`config.mk`:
```
export PLATFORM = sky130hd
export DESIGN_NAME = scsl_top
export DESIGN_NICKNAME = d
export VERILOG_FILES = /design/src/core/scsl_dual_monitor.v /design/src/core/scsl_relay_out.v /design/src/core/scsl_top.v
export VERILOG_INCLUDE_DIRS = /design/src /design/src/shared
export SDC_FILE = /design/constraint.sdc
export NUM_CORES = 1
export LEC_CHECK = 0
export BUFFER_PORTS_ARGS = -buffer_cell sky130_fd_sc_hd__buf_4
export CAP_MARGIN = 10
export CORE_ASPECT_RATIO = 0.5
export CORE_MARGIN = 3
export CORE_UTILIZATION = 52
export CTS_CLUSTER_SIZE = 30
export DETAILED_ROUTE_END_ITERATION = 10
export PLACE_DENSITY = 0.95
export SETUP_SLACK_MARGIN = 0.2
export SYNTH_ARGS = -nofsm -noshare
export SYNTH_HDL_FRONTEND = slang
export SYNTH_HIERARCHICAL = 1
export SYNTH_SLANG_ARGS = --single-unit
```
`constraint.sdc`:
```
create_clock -name clk_i -period 4.9 [get_ports clk_i]
set_input_delay 1.47 -clock clk_i [delete_from_list [all_inputs] [get_ports clk_i]]
set_output_delay 1.47 -clock clk_i [all_outputs]
set_load 0.02 [all_outputs]
```
`src/shared/scsl_defs.vh`:
```
// constants for the safety connection status logic
// assumes: included by the core files by bare name; definitions only
`ifndef SCSL_DEFS_VH
`define SCSL_DEFS_VH

// register byte offsets on the wishbone slave (one 32-bit word each)
`define SCSL_ADR_CTRL     8'h00
`define SCSL_ADR_STATUS   8'h04
`define SCSL_ADR_INT_STAT 8'h08
`define SCSL_ADR_INT_MASK 8'h0c
`define SCSL_ADR_POINT    8'h10
`define SCSL_ADR_W        8

// field positions inside the control register
`define SCSL_CTRL_INHIBIT_LSB 0
`define SCSL_CTRL_IOTYPE_LSB  8
`define SCSL_CTRL_RELAY_REQ   16

// field positions inside the status and interrupt registers
`define SCSL_ST_FAULT_LSB 0
`define SCSL_ST_RUN_LSB   8

// field positions inside the point summary register
`define SCSL_PT_ALLIN_LSB  0
`define SCSL_PT_ALLOUT_LSB 8
`define SCSL_PT_DCS_BIT    16
`define SCSL_PT_RLY1_BIT   17
`define SCSL_PT_RLY2_BIT   18

// reset values
`define SCSL_CTRL_RST 32'h0000_000f
`define SCSL_MASK_RST 32'h0000_0000

// which connection and points feed the safety functions
`define SCSL_DCS_CONN    0
`define SCSL_DCS_PT_A    0
`define SCSL_DCS_PT_B    1
`define SCSL_RLY_CONN    1
`define SCSL_RLY_PT_FB1  0
`define SCSL_RLY_PT_FB2  1
`define SCSL_RLY_PT_OUT1 2
`define SCSL_RLY_PT_OUT2 3

`endif

```
`src/core/scsl_dual_monitor.v`:
```
// dual-channel input safety function with built-in status monitoring
// assumes: channel values and their status bits are registered values from the top, same clock
`timescale 1ns/1ps
`default_nettype none

module scsl_dual_monitor (
    input wire clk_i,
    input wire rst_i,
    input wire chan_a_i,      // channel a safety value
    input wire chan_b_i,      // channel b safety value
    input wire chan_a_ok_i,   // channel a point status
    input wire chan_b_ok_i,   // channel b point status
    output reg first_energize_out_o
);

    // energize only when both channels demand it and both statuses are healthy
    always @(posedge clk_i) begin
        if (rst_i) begin
            first_energize_out_o <= 1'b0;
        end else begin
            first_energize_out_o <= chan_a_i & chan_b_i & chan_a_ok_i & chan_b_ok_i;
        end
    end

endmodule // scsl_dual_monitor

`default_nettype wire

```
`src/core/scsl_relay_out.v`:
```
// relay-output safety function driving two outputs with feedback monitoring
// assumes: request and all status bits come from registered logic on the same clock
`timescale 1ns/1ps
`default_nettype none

module scsl_relay_out (
    input wire clk_i,
    input wire rst_i,
    input wire request_i,      // energize request from upstream logic
    input wire fb1_ok_i,       // status of feedback 1
    input wire fb2_ok_i,       // status of feedback 2
    input wire out1_ok_i,      // status of the channel driven by output 1
    input wire out2_ok_i,      // status of the channel driven by output 2
    output reg first_energize_out_o,
    output reg second_energize_out_o
);

    // all four status bits gate both outputs; one bad bit drops both
    wire all_ok = fb1_ok_i & fb2_ok_i & out1_ok_i & out2_ok_i;

    // both outputs registered together so they never disagree
    always @(posedge clk_i) begin
        if (rst_i) begin
            first_energize_out_o <= 1'b0;
            second_energize_out_o <= 1'b0;
        end else begin
            first_energize_out_o <= request_i & all_ok;
            second_energize_out_o <= request_i & all_ok;
        end
    end

endmodule // scsl_relay_out

`default_nettype wire

```
`src/core/scsl_top.v`:
```
// safety connection status logic: per-connection status, data gating, point status,
// combined status and the two dual-channel safety functions, with a wishbone slave
// assumes: all non-bus inputs come from network logic on clk_i; scan_tick_i marks one
// evaluation pass and is a one-cycle pulse
//
// Overview of operation
// - fault flag per connection, 1 means faulted
// - fault clears safety data, forces run idle
// - run flag 1 while running producer refreshes
// - closed, task fault or program forces idle
// - io module run flag is inverse fault
// - valid and running data follows producer
// - inhibited device shows faulted, idle, zero data
// - faulted io module reads all items low
// - point bit needs channel good, link healthy
// - combined bits need all channels, healthy link
// - dual-channel function takes status a, b
// - relay function takes feedback, output statuses
// - energize only when every status is 1
//
// Implementation choices: the address map and the Wishbone register port.
`timescale 1ns/1ps
`default_nettype none
`include "scsl_defs.vh"

module scsl_top #(
    parameter N_CONN = 4,  // number of connections, at most 8
    parameter N_PT = 8     // points (and safety data bits) per connection
) (
    input wire clk_i,
    input wire rst_i,
    // classic wishbone slave
    input wire wb_cyc_i,
    input wire wb_stb_i,
    input wire wb_we_i,
    input wire [`SCSL_ADR_W-1:0] wb_adr_i,
    input wire [3:0] wb_sel_i,
    input wire [31:0] wb_dat_i,
    output reg [31:0] wb_dat_o,
    output reg wb_ack_o,
    output wire irq_o,
    // evaluation pass and controller state
    input wire scan_tick_i,
    input wire task_fault_i,
    // per-connection transport status and data
    input wire [N_CONN-1:0] link_ok_i,
    input wire [N_CONN-1:0] conn_open_i,
    input wire [N_CONN-1:0] prod_run_i,
    input wire [N_CONN*N_PT-1:0] prod_data_i,
    input wire [N_CONN*N_PT-1:0] chan_in_ok_i,
    input wire [N_CONN*N_PT-1:0] chan_out_ok_i,
    // evaluated status and gated data
    output wire [N_CONN*N_PT-1:0] safe_data_o,
    output wire [N_CONN-1:0] conn_fault_flag_o,
    output wire [N_CONN-1:0] producer_run_flag_o,
    output wire [N_CONN*N_PT-1:0] point_in_ok_o,
    output wire [N_CONN*N_PT-1:0] point_out_ok_o,
    output wire [N_CONN-1:0] all_in_ok_o,
    output wire [N_CONN-1:0] all_out_ok_o,
    // safety function outputs
    output wire dual_channel_monitor_o,
    output wire relay_first_energize_out_o,
    output wire relay_second_energize_out_o
);

    // software-written control
    reg [N_CONN-1:0] inhibit_ff;    // per-connection inhibit
    reg [N_CONN-1:0] io_type_ff;    // 1 = safety io module, 0 = consumed connection
    reg relay_req_ff;               // software request for the relay function
    reg [31:0] int_mask_ff;         // interrupt mask, same layout as int_stat

    // evaluated state, refreshed once per pass
    reg [N_CONN-1:0] conn_fault_flag_ff;
    reg [N_CONN-1:0] producer_run_flag_ff;
    reg [N_CONN*N_PT-1:0] safe_data_ff;
    reg [N_CONN*N_PT-1:0] point_in_ok_ff;
    reg [N_CONN*N_PT-1:0] point_out_ok_ff;
    reg [N_CONN-1:0] all_in_ok_ff;
    reg [N_CONN-1:0] all_out_ok_ff;

    // sticky interrupt status
    reg [31:0] int_stat_ff;

    // next values for the evaluated state
    wire [N_CONN-1:0] nxt_fault;
    wire [N_CONN-1:0] nxt_run;
    wire [N_CONN*N_PT-1:0] nxt_data;
    wire [N_CONN*N_PT-1:0] nxt_pt_in;
    wire [N_CONN*N_PT-1:0] nxt_pt_out;
    wire [N_CONN-1:0] nxt_all_in;
    wire [N_CONN-1:0] nxt_all_out;

    // per-connection evaluation
    genvar c;
    generate
        for (c = 0; c < N_CONN; c = c + 1) begin : g_conn
            wire faulted;
            wire running;
            wire healthy_io;
            // an inhibited device or a broken link is a faulted connection
            assign faulted = inhibit_ff[c] | ~link_ok_i[c];
            // io modules carry no independent run information
            assign running = ~faulted & (io_type_ff[c] | (conn_open_i[c] & prod_run_i[c] & ~task_fault_i));
            assign nxt_fault[c] = faulted;
            assign nxt_run[c] = running;
            // data only passes while valid and running; otherwise it reads zero
            assign nxt_data[c*N_PT +: N_PT] = running ? prod_data_i[c*N_PT +: N_PT] : {N_PT{1'b0}};
            // point and combined bits exist only for healthy io module links
            assign healthy_io = io_type_ff[c] & ~faulted;
            assign nxt_pt_in[c*N_PT +: N_PT] = healthy_io ? chan_in_ok_i[c*N_PT +: N_PT] : {N_PT{1'b0}};
            assign nxt_pt_out[c*N_PT +: N_PT] = healthy_io ? chan_out_ok_i[c*N_PT +: N_PT] : {N_PT{1'b0}};
            assign nxt_all_in[c] = healthy_io & (&chan_in_ok_i[c*N_PT +: N_PT]);
            assign nxt_all_out[c] = healthy_io & (&chan_out_ok_i[c*N_PT +: N_PT]);
        end
    endgenerate

    // status refresh once per evaluation pass; functions read the result a cycle later
    always @(posedge clk_i) begin
        if (rst_i) begin
            // reset looks like a faulted, idle link: everything low but the fault flag
            conn_fault_flag_ff <= {N_CONN{1'b1}};
            producer_run_flag_ff <= {N_CONN{1'b0}};
            safe_data_ff <= {N_CONN*N_PT{1'b0}};
            point_in_ok_ff <= {N_CONN*N_PT{1'b0}};
            point_out_ok_ff <= {N_CONN*N_PT{1'b0}};
            all_in_ok_ff <= {N_CONN{1'b0}};
            all_out_ok_ff <= {N_CONN{1'b0}};
        end else if (scan_tick_i) begin
            conn_fault_flag_ff <= nxt_fault;
            producer_run_flag_ff <= nxt_run;
            safe_data_ff <= nxt_data;
            point_in_ok_ff <= nxt_pt_in;
            point_out_ok_ff <= nxt_pt_out;
            all_in_ok_ff <= nxt_all_in;
            all_out_ok_ff <= nxt_all_out;
        end
    end

    assign conn_fault_flag_o = conn_fault_flag_ff;
    assign producer_run_flag_o = producer_run_flag_ff;
    assign safe_data_o = safe_data_ff;
    assign point_in_ok_o = point_in_ok_ff;
    assign point_out_ok_o = point_out_ok_ff;
    assign all_in_ok_o = all_in_ok_ff;
    assign all_out_ok_o = all_out_ok_ff;

    // dual-channel input function on two points of its connection
    // the status it reads was latched at the pass edge, so it is always up to date first
    wire dcs_energize;
    scsl_dual_monitor u_dcs (
        .clk_i(clk_i),
        .rst_i(rst_i),
        .chan_a_i(safe_data_ff[`SCSL_DCS_CONN*N_PT + `SCSL_DCS_PT_A]),
        .chan_b_i(safe_data_ff[`SCSL_DCS_CONN*N_PT + `SCSL_DCS_PT_B]),
        .chan_a_ok_i(point_in_ok_ff[`SCSL_DCS_CONN*N_PT + `SCSL_DCS_PT_A]),
        .chan_b_ok_i(point_in_ok_ff[`SCSL_DCS_CONN*N_PT + `SCSL_DCS_PT_B]),
        .first_energize_out_o(dcs_energize)
    );
    assign dual_channel_monitor_o = dcs_energize;

    // relay function: request chained behind the input function, as a typical safety loop
    wire rly_first;
    wire rly_second;
    scsl_relay_out u_rly (
        .clk_i(clk_i),
        .rst_i(rst_i),
        .request_i(relay_req_ff & dcs_energize),
        .fb1_ok_i(point_in_ok_ff[`SCSL_RLY_CONN*N_PT + `SCSL_RLY_PT_FB1]),
        .fb2_ok_i(point_in_ok_ff[`SCSL_RLY_CONN*N_PT + `SCSL_RLY_PT_FB2]),
        .out1_ok_i(point_out_ok_ff[`SCSL_RLY_CONN*N_PT + `SCSL_RLY_PT_OUT1]),
        .out2_ok_i(point_out_ok_ff[`SCSL_RLY_CONN*N_PT + `SCSL_RLY_PT_OUT2]),
        .first_energize_out_o(rly_first),
        .second_energize_out_o(rly_second)
    );
    assign relay_first_energize_out_o = rly_first;
    assign relay_second_energize_out_o = rly_second;

    // bus decode: a request is taken on the edge where ack is still low
    wire bus_req = wb_cyc_i & wb_stb_i & ~wb_ack_o;
    wire bus_wr = bus_req & wb_we_i;
    wire bus_rd = bus_req & ~wb_we_i;

    // byte-lane write merge for a full register word
    function [31:0] merge_lanes;
        input [31:0] old_val;
        input [31:0] new_val;
        input [3:0] sel;
        integer b;
        begin
            merge_lanes = old_val;
            for (b = 0; b < 4; b = b + 1) begin
                if (sel[b]) begin
                    merge_lanes[b*8 +: 8] = new_val[b*8 +: 8];
                end
            end
        end
    endfunction

    // packed views of the readable registers
    reg [31:0] ctrl_word;
    reg [31:0] status_word;
    reg [31:0] point_word;
    always @* begin
        ctrl_word = 32'h0000_0000;
        ctrl_word[`SCSL_CTRL_INHIBIT_LSB +: N_CONN] = inhibit_ff;
        ctrl_word[`SCSL_CTRL_IOTYPE_LSB +: N_CONN] = io_type_ff;
        ctrl_word[`SCSL_CTRL_RELAY_REQ] = relay_req_ff;
        status_word = 32'h0000_0000;
        status_word[`SCSL_ST_FAULT_LSB +: N_CONN] = conn_fault_flag_ff;
        status_word[`SCSL_ST_RUN_LSB +: N_CONN] = producer_run_flag_ff;
        point_word = 32'h0000_0000;
        point_word[`SCSL_PT_ALLIN_LSB +: N_CONN] = all_in_ok_ff;
        point_word[`SCSL_PT_ALLOUT_LSB +: N_CONN] = all_out_ok_ff;
        point_word[`SCSL_PT_DCS_BIT] = dcs_energize;
        point_word[`SCSL_PT_RLY1_BIT] = rly_first;
        point_word[`SCSL_PT_RLY2_BIT] = rly_second;
    end

    // merged control write, used only when the control word is addressed
    wire [31:0] ctrl_wr = merge_lanes(ctrl_word, wb_dat_i, wb_sel_i);

    // control and mask registers; ack follows one cycle after the request
    always @(posedge clk_i) begin
        if (rst_i) begin
            inhibit_ff <= {N_CONN{1'b1}};  // start inhibited until software releases
            io_type_ff <= {N_CONN{1'b0}};
            relay_req_ff <= 1'b0;
            int_mask_ff <= `SCSL_MASK_RST;
            wb_ack_o <= 1'b0;
        end else begin
            wb_ack_o <= bus_req;
            if (bus_wr && wb_adr_i == `SCSL_ADR_CTRL) begin
                inhibit_ff <= ctrl_wr[`SCSL_CTRL_INHIBIT_LSB +: N_CONN];
                io_type_ff <= ctrl_wr[`SCSL_CTRL_IOTYPE_LSB +: N_CONN];
                relay_req_ff <= ctrl_wr[`SCSL_CTRL_RELAY_REQ];
            end
            if (bus_wr && wb_adr_i == `SCSL_ADR_INT_MASK) begin
                int_mask_ff <= merge_lanes(int_mask_ff, wb_dat_i, wb_sel_i);
            end
        end
    end

    // read data registered together with ack; unmapped addresses read zero
    always @(posedge clk_i) begin
        if (rst_i) begin
            wb_dat_o <= 32'h0000_0000;
        end else if (bus_rd) begin
            case (wb_adr_i)
                `SCSL_ADR_CTRL: begin
                    wb_dat_o <= ctrl_word;
                end
                `SCSL_ADR_STATUS: begin
                    wb_dat_o <= status_word;
                end
                `SCSL_ADR_INT_STAT: begin
                    wb_dat_o <= int_stat_ff;
                end
                `SCSL_ADR_INT_MASK: begin
                    wb_dat_o <= int_mask_ff;
                end
                `SCSL_ADR_POINT: begin
                    wb_dat_o <= point_word;
                end
                default: begin
                    wb_dat_o <= 32'h0000_0000;
                end
            endcase
        end else begin
            wb_dat_o <= 32'h0000_0000;
        end
    end

    // events: connection became faulted, producer left run mode
    reg [31:0] evt;
    always @* begin
        evt = 32'h0000_0000;
        if (scan_tick_i) begin
            evt[`SCSL_ST_FAULT_LSB +: N_CONN] = nxt_fault & ~conn_fault_flag_ff;
            evt[`SCSL_ST_RUN_LSB +: N_CONN] = ~nxt_run & producer_run_flag_ff;
        end
    end

    // sticky status, cleared by a read; a new event in the read cycle survives
    wire stat_rd = bus_rd & (wb_adr_i == `SCSL_ADR_INT_STAT);
    always @(posedge clk_i) begin
        if (rst_i) begin
            int_stat_ff <= 32'h0000_0000;
        end else if (stat_rd) begin
            int_stat_ff <= evt;
        end else begin
            int_stat_ff <= int_stat_ff | evt;
        end
    end

    // level interrupt while any unmasked status bit is set
    assign irq_o = |(int_stat_ff & int_mask_ff);

endmodule // scsl_top

`default_nettype wire

```
==> results of run 1 <==
==> worst reg2reg max path, stage by stage (launching register included) <==
cell      delay (ns)
dfxtp_1         0.32
nand3b_1        0.24
nor3_2          0.90
nand3_1         0.60
a21oi_1         0.27
==> placed cells by master, fill, tap and decap left out, types with 5 or more instances in the layout <==
| master | count |
|---|---|
| nand2_1 | 18 |
| o21ai_0 | 5 |
| nand2b_1 | 48 |
| dfxtp_1 | 196 |
| buf_4 | 311 |
| a22oi_1 | 13 |
| inv_1 | 16 |
| nand3b_1 | 5 |
| a21oi_1 | 101 |
| a32oi_1 | 6 |
| nand3_1 | 42 |
| mux2i_1 | 45 |
| and3_1 | 21 |
| nand4b_1 | 5 |
| nor2_1 | 126 |
| o32a_1 | 8 |
| nor2b_1 | 62 |
| a22o_1 | 8 |
| nand4_1 | 10 |
| clkbuf_16 | 17 |
| mux2_2 | 12 |
| nor4_4 | 5 |
==> worst max path at each step <==
stage,startpoint,to,slack [ns]
final,wb_adr_i[1],int_mask_ff[2]$_SDFFE_PP0P_,1.52
after global routing,rst_i,wb_dat_o[0]$_SDFF_PP0_,1.36
after CTS,wb_adr_i[1],int_mask_ff[2]$_SDFFE_PP0P_,1.56
after detailed placement,wb_adr_i[1],int_mask_ff[6]$_SDFFE_PP0P_,1.15
after global placement,wb_adr_i[1],int_mask_ff[14]$_SDFFE_PP0P_,1.24
after floorplan,wb_adr_i[1],int_mask_ff[0]$_SDFFE_PP0P_,1.72
==> flip-flops by register name, indices dropped and copies added (netlist names), 8 cells and up <==
name / cells
safe_data_o: 32
int_stat_ff: 8
wb_dat_o: 32
int_mask_ff: 32
point_out_ok_o: 32
point_in_ok_o: 32
==> metal layers <==
metal  track usage (%)  share of wire [%]  wire length, um  vias to the layer above
li1                  -                  -                -                     3429
met1             33.96                 39             9520                     3515
met2             49.70                 50            12170                      334
met3             5.004                6.8             1641                       81
met4             12.86                3.8              931                        0
met5                 0                  0                0                        -
==> final cells by class <==
class / count / area share [%]
clock buffer: 18 / 4.124
clock inverter: 13 / 1.563
inverter: 16 / 0.5640
multi-input combinational: 568 / 32.72
sequential: 196 / 36.85
tap: 192 / 2.256
timing repair buffer: 311 / 21.92
==> per-stage QoR <==
stage / util, % / area [um^2] / std cells
after floorplan: - / 7701 / 842
after global placement: 71.73 / 10040 / 1283
after detailed placement: 71.73 / 10040 / 1283
after CTS: 76.06 / 10650 / 1314
after global routing: 76.06 / 10650 / 1314
final: 76.06 / 10650 / 1314
==> report_power, final <==
part,total (W),internal (W),switching (W)
logic,0.000206,0.000106,0.000100
clock network,0.00144,0.000785,0.000651
registers,0.00160,0.00159,0.00000361
total,0.00324,0.00249,0.000755
==> kinds of logic after synthesis <==
family | count (synthesis) | synth area share (%)
AO/OA/AOI/OAI | 149 | 11.70
buffers and inverters | 78 | 3.981
flip-flops | 196 | 50.95
multiplexers | 57 | 7.604
AND/OR/NAND/NOR | 362 | 25.77
==> reports/metrics.yaml, run 1 <==
run_status:
  status: "finished clean"
timing:
  clock_skew_ns: 0.01399
  maxSlewHeadroom_pct: 19.80
  setup_tns_ns: 0
  post-route-min-period_ns: 3.378
  hold_ws_ns: 0.4741
  final-hold-violation-count: 0
  worst_pin_slew_ns: 1.203
  maxSlewViolCount: 0
  period_share_pct: 68.94
  max_freq_ghz: 0.2960
  setup_viol: 0
  fin_ws_ns: 1.522
  grt_setup_unrepaired: "no"
power_and_ir_drop:
  ir_worst_vdd_mv: 0.2493
  p_leak_nw: 4.596
  total_power_w: 0.003240
  p_per_area_nw_per_um2: 304.2
critical_path:
  worstSetupStartpointType: "primary input"
  cp_cell_sequence: "buf_4 > or4_1 > or4_1 > mux2i_1 > nor2_1"
  arrival_ns: 3.65
  worst-path-stages: 5
  rr_startpoint: "wb_ack_o$_SDFF_PP0_"
  timing.rr.end: "wb_dat_o[0]$_SDFF_PP0_"
  worst_setup_path_end_kind: "flip-flop"
  crit_path_max_incr_delay_ns: 0.86
  rr_worst_depth: 4
  cpMostUsedCell: "or4_1"
  cpLargestDelayFamily: "simple AND/OR/NAND/NOR gates"
  path_class: "primary input to flip-flop"
  critPathMaxFanout: 11
  slowest_stage: "or4_1"
  r2r_setup_slack_ns: 2.49
  cp.required_ns: 5.17
  cp_num_buf_inv: 1
layout:
  area_growth_pct: 38.28
  multi_input_area_um2: 3485
  nFillCells: 919
  diodes: 0
  regArea_um2: 3924
  nets: 1269
  drive_above_1_share_pct: 32.53
clocking:
  clkTransAtPathRegs_ns: 0.07
  cts_num_sinks: 196
  cts_tree: "built"
  postCtsSetupBuffers: 0
  htreeDepth: 4
  cts_resized: 0
  clkLatencyLatePin_ns: 0.42
  holdBufCountCts: 0
  clk_path_buf_depth: 2
  clockRootBuffer: "clkbuf_16"
  cts_made_buffers: 17
die:
  die_h_um: 92.05
  row_count: 30
  fp.coreArea_um2: 14000
  die_x_um: 178.1
  io_pins: 308
  initial_core_util_pct: 55.00
  dieArea_um2: 16390
synth:
  netlist_area_um2: 7701
  post-synth-top-count-cell: "dfxtp_1"
  synth_area_leader_cell: "dfxtp_1"
  syn-num-nets: 1001
  synth-edff-count: 0
  ys_seq_area_share_pct: 50.95
  yosysTopAreaCellShare_pct: 50.95
  yosysUniqueCellTypes: 37
  synth_area_leaders: "dfxtp_1, a21oi_1, nor2_1, mux2i_1, nor2b_1"
  netlist_instances: 842
  yosysWarnings: 6
  synth_seq_cells: 196
  syn_area_per_cell_um2: 9.146
  synth_ff_type: "dfxtp_1"
  synthTopCellsByCount: "dfxtp_1, nor2_1, a21oi_1, nor2b_1, clkbuf_1"
  synth-async-reset-ratio_pct: 0
global_routing:
  grt_pass1_vias: 7147
  overflow: 0
  grt_max_degree: 106
  grt_use_total_pct: 28.36
  grt_pass1_wl_um: 36900
  antenna_found_initial: 0
detailed_routing:
  via_per_inst: 5.600
  first_pass_iters: 8
  dr.first_iter.drc_count: 610
  antenna_left: 0
  vias: 7359
  drc: 0
  wl_per_cell_um: 18.46
  wl_um: 24260
hold_path:
  hold_path.class: "flip-flop to flip-flop"
  hold-path-cell-count: 2
  worstHoldEndpoint: "safe_data_o[6]$_SDFFE_PP0P_"
  hold_path.startpoint: "safe_data_o[6]$_SDFFE_PP0P_"
placed_design:
  dp_hpwl_um: 17350
  gp_congestion: 0.8745
  dp_slack_ns: 1.146
  portBuffers: 307
run:
  max_cap_viol_count: 0
Power figures use the tool's default switching activity.
==> run 2: changes to the inputs <==
Settings changed: CORE_UTILIZATION 52 to 48, PLACE_DENSITY 0.95 to 0.89.
Clock period 4.9 ns to 3.4 ns, I/O delays scaled along.
==> reports/metrics.yaml, run 2 (same netlist as run 1, synthesis figures left out) <==
hold_path:
  hold_path.class: "flip-flop to flip-flop"
  hold_path.startpoint: "safe_data_o[3]$_SDFFE_PP0P_"
  hold-path-cell-count: 2  # unchanged
critical_path:
  arrival_ns: 2.97  # -0.68 ns
  rr_startpoint: "wb_ack_o$_SDFF_PP0_"
  cp.required_ns: 3.69  # -1.48 ns
  critPathMaxFanout: 11  # unchanged
  rr_worst_depth: 6  # +2
  cp-startpoint: "wb_adr_i[1]"
  crit_path_max_incr_delay_ns: 0.76  # -0.10 ns
  path_class: "primary input to flip-flop"
  worstSetupStartpointType: "primary input"
  cp_cell_sequence: "buf_4 > or4_1 > buf_4 > or4_1 > mux2i_1 > nor2_1"
  slowest_stage: "or4_1"
  worst_setup_path_end_kind: "flip-flop"
layout:
  nets: 1283  # +1.1%
  final_core_util_pct: 69.20  # -6.9 points
  nFillCells: 1185  # +29%
  diodes: 0  # unchanged
  fin_cells: 1341  # +2.1%
  multi_input_area_um2: 3485  # unchanged
  final_cell_mix: "buf_4, dfxtp_1, nor2_1, a21oi_1, nor2b_1"
  regArea_um2: 3924  # unchanged
  drive_above_1_share_pct: 33.16  # +0.63 points
  mostFrequentLayoutCell: "buf_4"
  area_growth_pct: 39.59
detailed_routing:
  wl_met1_um: 9611  # +0.96%
  via_per_inst: 5.450  # -2.7%
  dr_wl_met2_um: 11920  # -2.0%
  wl_um: 23800  # -1.9%
  wl_per_cell_um: 17.75  # -3.9%
  first_pass_iters: 5  # -3
  vias: 7309  # -0.68%
  dr.first_iter.drc_count: 568  # -6.9%
  top_layer: "met4"
  antenna_left: 0  # unchanged
  drc: 0  # unchanged
  wl_met3_um: 1542  # -6.0%
clocking:
  cts_resized: 0  # unchanged
  cts_made_buffers: 17  # unchanged
  holdBufCountCts: 0  # unchanged
  cts_tree: "built"
  postCtsSetupBuffers: 0  # unchanged
  clkLatencyLatePin_ns: 0.42  # about the same
  cts_num_sinks: 196  # unchanged
  clockRootBuffer: "clkbuf_16"
  clk_path_buf_depth: 2  # unchanged
  clkTransAtPathRegs_ns: 0.06  # about the same
  htreeDepth: 4  # unchanged
timing:
  post-route-min-period_ns: 2.682
  setup_viol: 0  # unchanged
  grt_setup_unrepaired: "no"
  period_share_pct: 78.88
  worst_pin_slew_ns: 0.8644  # -0.3386 ns
  max_freq_ghz: 0.3729
  maxSlewViolCount: 0  # unchanged
  final-hold-violation-count: 0  # unchanged
  clock_skew_ns: 0.01194  # -0.002049 ns
  maxSlewHeadroom_pct: 42.38  # +23 points
  setup_tns_ns: 0  # unchanged
die:
  die_x_um: 185.1  # +3.9%
  fp.coreArea_um2: 15530  # +11%
  dieArea_um2: 17690  # +7.9%
  io_pins: 308  # unchanged
  row_count: 32  # +6.7%
  die_h_um: 95.57  # +3.8%
  initial_core_util_pct: 49.57  # -5.4 points
global_routing:
  grt_pass1_vias: 7001  # -2.0%
  antenna_found_initial: 0  # unchanged
  grt_pass1_wl_um: 36010  # -2.4%
  grt_use_total_pct: 25.67  # -2.7 points
  grt_max_degree: 89  # -16%
  overflow: 0  # unchanged
placed_design:
  gp_congestion: 0.9329  # +6.7%
  dpl.cell_count: 1309  # +2.0%
  portBuffers: 307  # unchanged
  dp_hpwl_um: 17430  # +0.51%
run:
  max_cap_viol_count: 0  # unchanged
power_and_ir_drop:
  p_leak_nw: 4.659  # +1.4%
  p_per_area_nw_per_um2: 425.1  # +40%
  ir_worst_vdd_mv: 0.3262  # +31%
run_status:
  status: "finished clean"
run 2: changes by cell type in the layout (fill, tap and decap cells not counted), moves of 2 or more:
cell | before | now
buf_4 | 311 | 324
clkinv_4 | 0 | 4
clkbuf_1 | 0 | 3
inv_8 | 3 | 0
clkbuf_8 | 1 | 3
inv_6 | 3 | 1
run 2: critical path: cells and delay by family:
kind / cells / cell delay (ns)
buffers and inverters: 2 / 0.33
multiplexers: 1 / 0.27
AND/OR/NAND/NOR: 3 / 1.34
run 2: per-stage QoR:
stage                     total power [W]  worst slack, ns  instance area (um^2)  hold WS, ns
final                            0.004570           0.7180                 10750       0.4729
after global routing             0.004705           0.6252                 10750       0.4940
after CTS                        0.004590           0.7237                 10750       0.4728
after detailed placement         0.002654           0.3038                 10180       0.4611
after global placement           0.002648           0.3578                 10180       0.4577
after floorplan                  0.002464           0.6728                  7701       0.4516
run 2: path summary, 6_finish.rpt:
check / to / slack (ns)
setup / recovery: int_mask_ff[13]$_SDFFE_PP0P_ / 0.72
hold / removal: safe_data_o[3]$_SDFFE_PP0P_ / 0.47
setup reg to reg: int_mask_ff[22]$_SDFFE_PP0P_ / 1.35
hold reg to reg: safe_data_o[3]$_SDFFE_PP0P_ / 0.47
run 2: final cells by class:
cell class	count	share of cell area, %
Sequential cell	196	36.50
Multi-Input combinational cell	568	32.41
Timing Repair Buffer	325	22.81
Clock buffer	23	4.446
Tap cell	204	2.374
Clock inverter	9	0.8962
Inverter	16	0.5587
run 2: power breakdown:
group,leakage (nW),internal [W],switching [W],total (W)
sequential,1.58,0.00230,0.00000514,0.00230
clock,0.270,0.00108,0.000886,0.00196
combinational,2.81,0.000157,0.000144,0.000301
total,4.66,0.00354,0.00103,0.00457
run 2: per-layer routing:
layer	vias to the layer above	GRT usage, %
met5	-	0
met4	0	9.669
met3	59	6.021
met2	277	45.12
met1	3525	30.95
li1	3448	-
